===== src/shared/adio_pkg.sv =====
// constants, register map and encodings for the auxiliary digital i/o block
package adio_pkg;

  // ------------------------------------------------------------------
  // clock and timing
  // ------------------------------------------------------------------
  localparam int CLK_HZ = 25000000;
  localparam int MS_PER_S = 1000;
  localparam int CYC_PER_MS = CLK_HZ / MS_PER_S;
  localparam int STROBE_WIDTH_NS = 1000;
  localparam int CLK_PERIOD_NS = 40;
  localparam int STROBE_CYC = (STROBE_WIDTH_NS + CLK_PERIOD_NS - 1) / CLK_PERIOD_NS;
  localparam int FILT_MAX_MS = 10000000;

  // ------------------------------------------------------------------
  // widths
  // ------------------------------------------------------------------
  localparam int NUM_DOUT = 4;
  localparam int NUM_DIN = 3;
  localparam int FUNC_W = 4;
  localparam int FILT_W = 24;
  localparam int PRE_W = 16;
  localparam int STB_W = 6;

  // ------------------------------------------------------------------
  // register byte offsets
  // ------------------------------------------------------------------
  localparam logic [7:0] OFS_DOUT_FUNC = 8'h00;
  localparam logic [7:0] OFS_DOUT_INV = 8'h04;
  localparam logic [7:0] OFS_FILT1 = 8'h08;
  localparam logic [7:0] OFS_FILT2 = 8'h0c;
  localparam logic [7:0] OFS_FILT3 = 8'h10;
  localparam logic [7:0] OFS_STROBE = 8'h14;
  localparam logic [7:0] OFS_TRIG = 8'h18;
  localparam logic [7:0] OFS_REMOTE = 8'h1c;
  localparam logic [7:0] OFS_STATUS = 8'h20;
  localparam logic [7:0] OFS_EDGES = 8'h24;

  // ------------------------------------------------------------------
  // field positions
  // ------------------------------------------------------------------
  localparam int STB_TRANS_BIT = 0;
  localparam int STB_RELAY_BIT = 1;
  localparam int STB_PARAM_BIT = 2;
  localparam int TRIG_EN_BIT = 0;
  localparam int TRIG_IMM_BIT = 1;
  localparam int TRIG_AUTO_BIT = 2;
  localparam int ST_DIN_LSB = 0;
  localparam int ST_DOUT_LSB = 4;
  localparam int ST_RELAY_BIT = 8;
  localparam int ST_CONTACT_BIT = 9;
  localparam int ST_STROBE_BIT = 10;
  localparam int EDGE_FALL_LSB = 4;

  // ------------------------------------------------------------------
  // reset values
  // ------------------------------------------------------------------
  localparam logic [15:0] RST_DOUT_FUNC = 16'h0000;
  localparam logic [3:0] RST_DOUT_INV = 4'h0;
  localparam logic [23:0] RST_FILT = 24'h000000;
  localparam logic [2:0] RST_STROBE = 3'h0;
  localparam logic [2:0] RST_TRIG = 3'h0;

  // ------------------------------------------------------------------
  // encodings
  // ------------------------------------------------------------------
  typedef enum logic [3:0] {
    FN_LOW, FN_HIGH, FN_FAULT, FN_PHASE, FN_RELAY,
    FN_PROGRAM, FN_REMOTE, FN_TRANSIENT, FN_COUPLING
  } adio_func_t;

  typedef enum logic [1:0] {
    RC_DISABLED, RC_INHIBIT, RC_ENABLE
  } adio_remote_t;

endpackage


===== src/logic/adio_aux_io.sv =====
// auxiliary digital i/o: outputs, filtered inputs, strobe, trigger and relay gate
`timescale 1ns/1ns

// Notes on behaviour
// - four digital outputs, each fed by a per-channel selectable source
// - fault source: 1 while a fault is present, else 0
// - phase source: 1 for single-phase, 0 for split or three-phase
// - relay source: 1 while the output relay is closed
// - program source: 1 while a stored program runs, 0 in manual
// - remote source: 1 under remote control, 0 under local
// - transient source: 1 while running, paused or stepping; 0 when stopped
// - coupling source: 1 when transformer coupled, 0 when direct
// - each output has its own invert bit that reverses the level
// - channels three and four: a logical 1 turns the fet on, pin low
// - three inputs; a rising edge raises that channel's rising-edge event
// - a falling edge raises that channel's falling-edge event
// - each input has a filter length of 0 to 10,000,000 ms
// - strobe on transient start when that source is enabled
// - strobe when the output relay closes when that source is enabled
// - strobe on any setting change when that source is enabled
// - remote disabled: the contact input does not touch the relay
// - inhibit mode: relay closes only while the contact is closed
// - enable mode: contact or front panel may close the relay
// - auto-start on: a trigger alone starts the transient
// - immediate on: a trigger start skips the phase update point
module adio_aux_io #(
  parameter int CYC_PER_MS = adio_pkg::CYC_PER_MS
) (
  input wire logic core_clk,
  input wire logic nrst,
  // apb slave
  input wire logic psel,
  input wire logic penable,
  input wire logic pwrite,
  input wire logic [7:0] paddr,
  input wire logic [31:0] pwdata,
  output logic [31:0] prdata,
  output logic pready,
  output logic pslverr,
  // instrument state, same clock
  input wire logic faultActive,
  input wire logic singlePhase,
  input wire logic programActive,
  input wire logic remoteActive,
  input wire logic transientActive,
  input wire logic couplingModeFlag,
  input wire logic panelRelayReq,
  input wire logic runRequest,
  input wire logic phaseUpdatePoint,
  input wire logic settingChanged,
  // pins
  input wire logic [2:0] digitalIn,
  input wire logic extTrigger,
  input wire logic contactClosed,
  output logic [1:0] digitalOutTtl,
  output logic openDrainOutputThreeOut,
  output logic openDrainOutputThreeOe,
  output logic openDrainOutputFourOut,
  output logic openDrainOutputFourOe,
  output logic strobeOut,
  // towards firmware and power stage
  output logic [2:0] riseEvent,
  output logic [2:0] fallEvent,
  output logic relayClose,
  output logic transientStart
);

  // ------------------------------------------------------------------
  // registers
  // ------------------------------------------------------------------
  logic [15:0] doutFunc_reg;
  logic [3:0] polarityInvert_reg;
  logic [23:0] filt_reg [3];
  logic [2:0] strobeEn_reg;
  logic [2:0] trigCfg_reg;
  logic [1:0] remoteMode_reg;
  logic [5:0] edgeFlags_reg;
  logic [3:0] dout_reg;
  logic [2:0] dinLevel_reg;
  logic relay_reg;
  logic [31:0] prdata_reg;

  logic apbWrite;
  logic apbSetup;
  logic addrHit;
  logic [31:0] rdMux;
  logic [5:0] edgeSet;
  logic contactSync;

  assign apbWrite = psel & penable & pwrite;
  assign apbSetup = psel & ~penable;
  assign pready = 1'b1;
  assign pslverr = psel & penable & ~addrHit;
  assign prdata = prdata_reg;

  always_comb begin
    addrHit = 1'b1;
    rdMux = 32'h00000000;
    case (paddr)
      adio_pkg::OFS_DOUT_FUNC: rdMux = {16'h0000, doutFunc_reg};
      adio_pkg::OFS_DOUT_INV: rdMux = {28'h0000000, polarityInvert_reg};
      adio_pkg::OFS_FILT1: rdMux = {8'h00, filt_reg[0]};
      adio_pkg::OFS_FILT2: rdMux = {8'h00, filt_reg[1]};
      adio_pkg::OFS_FILT3: rdMux = {8'h00, filt_reg[2]};
      adio_pkg::OFS_STROBE: rdMux = {29'h00000000, strobeEn_reg};
      adio_pkg::OFS_TRIG: rdMux = {29'h00000000, trigCfg_reg};
      adio_pkg::OFS_REMOTE: rdMux = {30'h00000000, remoteMode_reg};
      adio_pkg::OFS_STATUS: begin
        rdMux[adio_pkg::ST_DIN_LSB +: adio_pkg::NUM_DIN] = dinLevel_reg;
        rdMux[adio_pkg::ST_DOUT_LSB +: adio_pkg::NUM_DOUT] = dout_reg;
        rdMux[adio_pkg::ST_RELAY_BIT] = relay_reg;
        rdMux[adio_pkg::ST_CONTACT_BIT] = contactSync;
        rdMux[adio_pkg::ST_STROBE_BIT] = strobeOut;
      end
      adio_pkg::OFS_EDGES: begin
        rdMux[2:0] = edgeFlags_reg[2:0];
        rdMux[adio_pkg::EDGE_FALL_LSB +: adio_pkg::NUM_DIN] = edgeFlags_reg[5:3];
      end
      default: addrHit = 1'b0;
    endcase
  end

  // read data captured in the setup cycle so it comes from a flop
  always_ff @(posedge core_clk or negedge nrst) begin
    if (!nrst) begin
      prdata_reg <= 32'h00000000;
    end else if (apbSetup && !pwrite) begin
      prdata_reg <= rdMux;
    end
  end

  always_ff @(posedge core_clk or negedge nrst) begin
    if (!nrst) begin
      doutFunc_reg <= adio_pkg::RST_DOUT_FUNC;
      polarityInvert_reg <= adio_pkg::RST_DOUT_INV;
      filt_reg[0] <= adio_pkg::RST_FILT;
      filt_reg[1] <= adio_pkg::RST_FILT;
      filt_reg[2] <= adio_pkg::RST_FILT;
      strobeEn_reg <= adio_pkg::RST_STROBE;
      trigCfg_reg <= adio_pkg::RST_TRIG;
      remoteMode_reg <= adio_pkg::RC_DISABLED;
    end else if (apbWrite) begin
      case (paddr)
        adio_pkg::OFS_DOUT_FUNC: doutFunc_reg <= pwdata[15:0];
        adio_pkg::OFS_DOUT_INV: polarityInvert_reg <= pwdata[3:0];
        // lengths above the documented maximum are clamped
        adio_pkg::OFS_FILT1: filt_reg[0] <= filtClamp(pwdata[23:0]);
        adio_pkg::OFS_FILT2: filt_reg[1] <= filtClamp(pwdata[23:0]);
        adio_pkg::OFS_FILT3: filt_reg[2] <= filtClamp(pwdata[23:0]);
        adio_pkg::OFS_STROBE: strobeEn_reg <= pwdata[2:0];
        adio_pkg::OFS_TRIG: trigCfg_reg <= pwdata[2:0];
        adio_pkg::OFS_REMOTE: remoteMode_reg <= pwdata[1:0];
        default: begin
        end
      endcase
    end
  end

  function automatic logic [23:0] filtClamp(input logic [23:0] v);
    logic [23:0] lim;
    lim = 24'(adio_pkg::FILT_MAX_MS);
    filtClamp = (v > lim) ? lim : v;
  endfunction

  // ------------------------------------------------------------------
  // pin synchronisers
  // ------------------------------------------------------------------
  logic [2:0] dinMeta_reg;
  logic [2:0] dinSync_reg;
  logic trigMeta_reg;
  logic contactMeta_reg;
  logic contactSync_reg;
  logic trigSync_reg;
  logic trigSync;
  logic trigPrev_reg;

  always_ff @(posedge core_clk or negedge nrst) begin
    if (!nrst) begin
      dinMeta_reg <= 3'h0;
      dinSync_reg <= 3'h0;
      trigMeta_reg <= 1'b0;
      contactMeta_reg <= 1'b0;
      contactSync_reg <= 1'b0;
      trigSync_reg <= 1'b0;
      trigPrev_reg <= 1'b0;
    end else begin
      dinMeta_reg <= digitalIn;
      dinSync_reg <= dinMeta_reg;
      trigMeta_reg <= extTrigger;
      trigSync_reg <= trigMeta_reg;
      contactMeta_reg <= contactClosed;
      contactSync_reg <= contactMeta_reg;
      trigPrev_reg <= trigSync;
    end
  end

  assign contactSync = contactSync_reg;
  assign trigSync = trigSync_reg;

  // ------------------------------------------------------------------
  // input debounce and edge events
  // ------------------------------------------------------------------
  genvar gi;
  generate
    for (gi = 0; gi < adio_pkg::NUM_DIN; gi++) begin : gDin
      logic [adio_pkg::PRE_W-1:0] preCnt_reg;
      logic [adio_pkg::FILT_W-1:0] msCnt_reg;
      logic differs;
      logic stableLongEnough;
      assign differs = dinSync_reg[gi] != dinLevel_reg[gi];
      assign stableLongEnough = msCnt_reg >= filt_reg[gi];

      // any bounce back to the old level restarts the wait
      always_ff @(posedge core_clk or negedge nrst) begin
        if (!nrst) begin
          preCnt_reg <= '0;
          msCnt_reg <= '0;
          dinLevel_reg[gi] <= 1'b0;
        end else if (!differs || stableLongEnough) begin
          preCnt_reg <= '0;
          msCnt_reg <= '0;
          if (differs) begin
            dinLevel_reg[gi] <= dinSync_reg[gi];
          end
        end else if (preCnt_reg == adio_pkg::PRE_W'(CYC_PER_MS - 1)) begin
          preCnt_reg <= '0;
          msCnt_reg <= msCnt_reg + 1'b1;
        end else begin
          preCnt_reg <= preCnt_reg + 1'b1;
        end
      end

      always_ff @(posedge core_clk or negedge nrst) begin
        if (!nrst) begin
          riseEvent[gi] <= 1'b0;
          fallEvent[gi] <= 1'b0;
        end else begin
          riseEvent[gi] <= differs & stableLongEnough & dinSync_reg[gi];
          fallEvent[gi] <= differs & stableLongEnough & ~dinSync_reg[gi];
        end
      end
      assign edgeSet[gi] = riseEvent[gi];
      assign edgeSet[gi + adio_pkg::NUM_DIN] = fallEvent[gi];
    end
  endgenerate

  // sticky edge flags, write one to clear; a new edge beats the clear
  always_ff @(posedge core_clk or negedge nrst) begin
    if (!nrst) begin
      edgeFlags_reg <= 6'h00;
    end else if (apbWrite && paddr == adio_pkg::OFS_EDGES) begin
      edgeFlags_reg <= (edgeFlags_reg & ~{pwdata[6:4], pwdata[2:0]}) | edgeSet;
    end else begin
      edgeFlags_reg <= edgeFlags_reg | edgeSet;
    end
  end

  // ------------------------------------------------------------------
  // output relay gate
  // ------------------------------------------------------------------
  logic relayNext;
  always_comb begin
    case (adio_pkg::adio_remote_t'(remoteMode_reg))
      adio_pkg::RC_DISABLED: relayNext = panelRelayReq;
      adio_pkg::RC_INHIBIT: relayNext = panelRelayReq & contactSync;
      adio_pkg::RC_ENABLE: relayNext = panelRelayReq | contactSync;
      default: relayNext = panelRelayReq;
    endcase
  end

  always_ff @(posedge core_clk or negedge nrst) begin
    if (!nrst) begin
      relay_reg <= 1'b0;
    end else begin
      relay_reg <= relayNext;
    end
  end
  assign relayClose = relay_reg;

  // ------------------------------------------------------------------
  // trigger and transient start
  // ------------------------------------------------------------------
  typedef enum logic [1:0] {TS_IDLE, TS_ARMED, TS_WAIT_PHASE} adio_trig_t;
  adio_trig_t trigState_reg;
  logic trigEdge;
  logic startPulse_reg;
  assign trigEdge = trigSync & ~trigPrev_reg & trigCfg_reg[adio_pkg::TRIG_EN_BIT];

  always_ff @(posedge core_clk or negedge nrst) begin
    if (!nrst) begin
      trigState_reg <= TS_IDLE;
      startPulse_reg <= 1'b0;
    end else begin
      startPulse_reg <= 1'b0;
      case (trigState_reg)
        TS_IDLE: begin
          if (!trigCfg_reg[adio_pkg::TRIG_EN_BIT] && runRequest) begin
            trigState_reg <= TS_WAIT_PHASE;
          end else if (trigEdge && trigCfg_reg[adio_pkg::TRIG_AUTO_BIT]) begin
            if (trigCfg_reg[adio_pkg::TRIG_IMM_BIT]) begin
              startPulse_reg <= 1'b1;
            end else begin
              trigState_reg <= TS_WAIT_PHASE;
            end
          end else if (runRequest) begin
            trigState_reg <= TS_ARMED;
          end
        end
        TS_ARMED: begin
          if (!trigCfg_reg[adio_pkg::TRIG_EN_BIT]) begin
            trigState_reg <= TS_WAIT_PHASE;
          end else if (trigEdge && trigCfg_reg[adio_pkg::TRIG_IMM_BIT]) begin
            startPulse_reg <= 1'b1;
            trigState_reg <= TS_IDLE;
          end else if (trigEdge) begin
            trigState_reg <= TS_WAIT_PHASE;
          end
        end
        TS_WAIT_PHASE: begin
          if (phaseUpdatePoint) begin
            startPulse_reg <= 1'b1;
            trigState_reg <= TS_IDLE;
          end
        end
        default: trigState_reg <= TS_IDLE;
      endcase
    end
  end
  assign transientStart = startPulse_reg;

  // ------------------------------------------------------------------
  // strobe
  // ------------------------------------------------------------------
  logic relayPrev_reg;
  logic strobeEvent;
  logic [adio_pkg::STB_W-1:0] strobeCnt_reg;
  assign strobeEvent = (strobeEn_reg[adio_pkg::STB_TRANS_BIT] & startPulse_reg)
    | (strobeEn_reg[adio_pkg::STB_RELAY_BIT] & relay_reg & ~relayPrev_reg)
    | (strobeEn_reg[adio_pkg::STB_PARAM_BIT] & (settingChanged | apbWrite));

  // an event during a pulse restarts it rather than adding a second one
  always_ff @(posedge core_clk or negedge nrst) begin
    if (!nrst) begin
      relayPrev_reg <= 1'b0;
      strobeCnt_reg <= '0;
      strobeOut <= 1'b0;
    end else begin
      relayPrev_reg <= relay_reg;
      if (strobeEvent) begin
        strobeCnt_reg <= adio_pkg::STB_W'(adio_pkg::STROBE_CYC - 1);
        strobeOut <= 1'b1;
      end else if (strobeCnt_reg != '0) begin
        strobeCnt_reg <= strobeCnt_reg - 1'b1;
      end else begin
        strobeOut <= 1'b0;
      end
    end
  end

  // ------------------------------------------------------------------
  // digital outputs
  // ------------------------------------------------------------------
  generate
    for (gi = 0; gi < adio_pkg::NUM_DOUT; gi++) begin : gDout
      logic srcLevel;
      always_comb begin
        case (adio_pkg::adio_func_t'(doutFunc_reg[gi*adio_pkg::FUNC_W +: adio_pkg::FUNC_W]))
          adio_pkg::FN_LOW: srcLevel = 1'b0;
          adio_pkg::FN_HIGH: srcLevel = 1'b1;
          adio_pkg::FN_FAULT: srcLevel = faultActive;
          adio_pkg::FN_PHASE: srcLevel = singlePhase;
          adio_pkg::FN_RELAY: srcLevel = relay_reg;
          adio_pkg::FN_PROGRAM: srcLevel = programActive;
          adio_pkg::FN_REMOTE: srcLevel = remoteActive;
          adio_pkg::FN_TRANSIENT: srcLevel = transientActive;
          adio_pkg::FN_COUPLING: srcLevel = couplingModeFlag;
          default: srcLevel = 1'b0;
        endcase
      end
      always_ff @(posedge core_clk or negedge nrst) begin
        if (!nrst) begin
          dout_reg[gi] <= 1'b0;
        end else begin
          dout_reg[gi] <= srcLevel ^ polarityInvert_reg[gi];
        end
      end
    end
  endgenerate

  assign digitalOutTtl = dout_reg[1:0];
  // open drain: a logical 1 switches the fet on and pulls the pin low
  assign openDrainOutputThreeOut = 1'b0;
  assign openDrainOutputThreeOe = dout_reg[2];
  assign openDrainOutputFourOut = 1'b0;
  assign openDrainOutputFourOe = dout_reg[3];

endmodule


===== config.mk =====
export PLATFORM = sky130hd
export DESIGN_NAME = adio_aux_io
export DESIGN_NICKNAME = d
export VERILOG_FILES = /design/src/shared/adio_pkg.sv /design/src/logic/adio_aux_io.sv
export SDC_FILE = /design/constraint.sdc
export NUM_CORES = 1
export LEC_CHECK = 0
export BUFFER_PORTS_ARGS = -buffer_cell sky130_fd_sc_hd__clkbuf_2
export CAP_MARGIN = 20
export CORE_ASPECT_RATIO = 1.5
export CORE_UTILIZATION = 35
export DETAILED_ROUTE_END_ITERATION = 8
export MAX_ROUTING_LAYER = met4
export SYNTH_ARGS = -nofsm -noshare
export SYNTH_HDL_FRONTEND = slang
export SYNTH_SLANG_ARGS = --single-unit

===== constraint.sdc =====
create_clock -name core_clk -period 3.25 [get_ports core_clk]
set_input_delay 0.325 -clock core_clk [delete_from_list [all_inputs] [get_ports core_clk]]
set_output_delay 0.325 -clock core_clk [all_outputs]
set_load 0.1 [all_outputs]

==> results.yml <==
sta:
  finalCritPeriodShare_pct: 80.4
  fin_crit_ns: 2.61
  finalSetupViolations: 0
  hold_viol_final: 0
  worstMarginPinSlew_ns: 1.00
  fin_skew_ns: 0.0146
  hold_ws_ns: 0.0276
  fin_tns_setup_ns: 0
  rsz0062_at_grt: "no"
  fin_ws_ns: 0.637
  timing.fmax_mhz: 383
  slew_headroom_pct: 32.4
  slew_violations: 0
drt:
  routedWlPerCell_microns: 19.0
  drt_iter0_markers: 927
  routed_via_density: 5.33
  drc: 0
  ant_nets: 0
  drt-total-wl_mm: 41.6
  routed-via-count: 11700
  drtPass1Iterations: 8
cts:
  clk_pin_slew_ns: 0.06
  cts-resized-gates: 0
  clock_latency_ns: 0.58
  cts_buffer_depth: 3
  cts_tree: "yes"
  cts_root_buf: "clkbuf_16"
  htreeDepth: 1
  cts_sinks: 286
  cts_buffers: 30
  cts_hold_buffers: 7
  cts_setup_buffers: 0
finish:
  layout.nets: 1746
  drive_above_1_share_pct: 14.9
  area_growth_pct: 16.2
  fin_util_pct: 41.3
pwr:
  max-vdd-ir-drop_uv: 407
  leakage_nw: 7.72
  finalPower_mw: 8.43
  power.density_nw_per_um2: 484
logic_synthesis:
  synth-simple-area-share_pct: 17.8
  synth-async-reset-ratio_pct: 100
  postSynthCellCount: 1496
  synth.distinct_cells: 71
  synthMuxAreaShare_pct: 3.81
  synth-main-ff-cell: "dfrtp_1"
  synth_common_cells: "dfrtp_1, nor2_1, nand2_1"
  synth-edff-count: 0
  syn-cell-area_sq_um: 15000
  synthAdderAreaFrac_pct: 6.85
  synth.area.top_cells: "dfrtp_1, ha_1, nor2_1, xnor2_1, xor2_1"
  netlist.area_leader.share_pct: 47.8
  synth-seq-cells: 286
  syn_area_per_cell_sq_um: 10.0
  synth_top_family_by_area: "simple AND/OR/NAND/NOR gates"
  synth-compound-area-share_pct: 12.3
  ys_seq_area_share_pct: 47.8
  yosysMostFrequentCell: "dfrtp_1"
  yosysWarnings: 0
  synth_xor_area_share_pct: 6.96
  yosysTopAreaCell: "dfrtp_1"
global_route:
  antenna_found_initial: 4
  grt_pass1_vias: 11800
  grt_max_degree: 82
  grt_pass1_wl_mm: 65.3
  grt_usage_pct: 19.8
  grt-ovfl-total: 0
worst_setup_path:
  rr_worst_depth: 9
  arrival_ns: 3.09
  critPathKind: "register to register"
  start_kind: "register"
  crit_required_ns: 3.73
  end_kind: "register"
  crit_fanout: 40
hold_path:
  hold_depth: 3
  holdCritPathClass: "input port to register"
place:
  dp_hpwl_mm: 31.4
  routabilityCongestion: 0.911
  numPortBuffers: 89
  place_ws_ns: 0.377
job:
  drv_cap: 0
floorplanning:
  start_util_pct: 35.5
  fp-row-count: 92
  ios: 109
  die_w_microns: 171
  core_sq_um: 42100
  die_area_sq_um: 43600
  die_h_microns: 255
outcome:
  status: "finished, final reports clean"
## placed cells by master, fill, tap and decap left out, types with 11 or more instances in the layout
master and instances:
dfrtp_1 286, nor2_1 171, nand2_1 122, inv_1 95
clkbuf_2 88, ha_1 82, xnor2_1 63, xor2_1 56
nand3_1 55, o21ai_0 51, a22o_1 48, a21oi_1 45
nor3_1 41, buf_4 36, mux2_2 35, nand4_1 31
clkbuf_16 31, and3_1 22, a2bb2oi_1 21, a222oi_1 14
a22oi_1 14, nor4_1 12, mux2i_1 12, a21o_1 11
a31oi_1 11, conb_1 11
## routing by layer
metal / GRT usage [%] / wire [microns]
met4: 9.25 / 1950
met1: 21.2 / 15600
met5: - / 0
met3: 2.46 / 1650
met2: 35.9 / 22400
## worst max-delay path: stages (launching register included)
cell,delay (ns)
dfrtp_1,0.40
inv_1,0.06
ha_1,0.25
nand2b_1,0.14
a211oi_1,0.28
o221ai_1,0.17
and4_1,0.18
or4b_1,0.51
buf_4,0.28
nor3b_1,0.24
## metrics by stage
stage / area (sq um) / cells
global placement: 16200 / 2129
detailed placement: 16200 / 2129
floorplan: 15000 / 1505
global route: 17400 / 2196
CTS: 17400 / 2192
finish: 17400 / 2196
## power breakdown
part           internal [mW]  switching [mW]
registers               3.66           0.100
logic                  0.206           0.581
clock network           2.37            1.52
## kinds of logic (layout without fill, tap and decap cells)
family	after synthesis	after routing
buffers and inverters	163	286
other	2	15
and+or+nand+nor	536	536
muxes	50	50
xor gates and xnor gates	119	119
AOI/OAI and AO/OA	258	258
DFF	286	286
adders and majority gates	82	82
## path summary, 6_finish.rpt
kind,startpoint,end,slack [ns]
max in group asynchronous,nrst,gDin[1].preCnt_reg[7],2.08
worst max-delay path,gDin[1].msCnt_reg[0],gDin[1].preCnt_reg[1],0.64
min in group asynchronous,nrst,dinMeta_reg[1],0.31
worst min-delay path,phaseUpdatePoint,transientStart,0.03
worst max register to register,gDin[1].msCnt_reg[0],gDin[1].preCnt_reg[1],0.64
worst min register to register,dinMeta_reg[0],dinSync_reg[0],0.34
## area by class of cell
cell class	count	area, sq um
fill	4140	24700
multi-input combinational	1056	7190
sequential	286	7160
clock buffer	43	921
timing repair buffer	135	856
tap	564	706
inverter	95	357
clock inverter	13	204
antenna	4	10.0
Note: power is estimated with default switching activity, not from simulation.
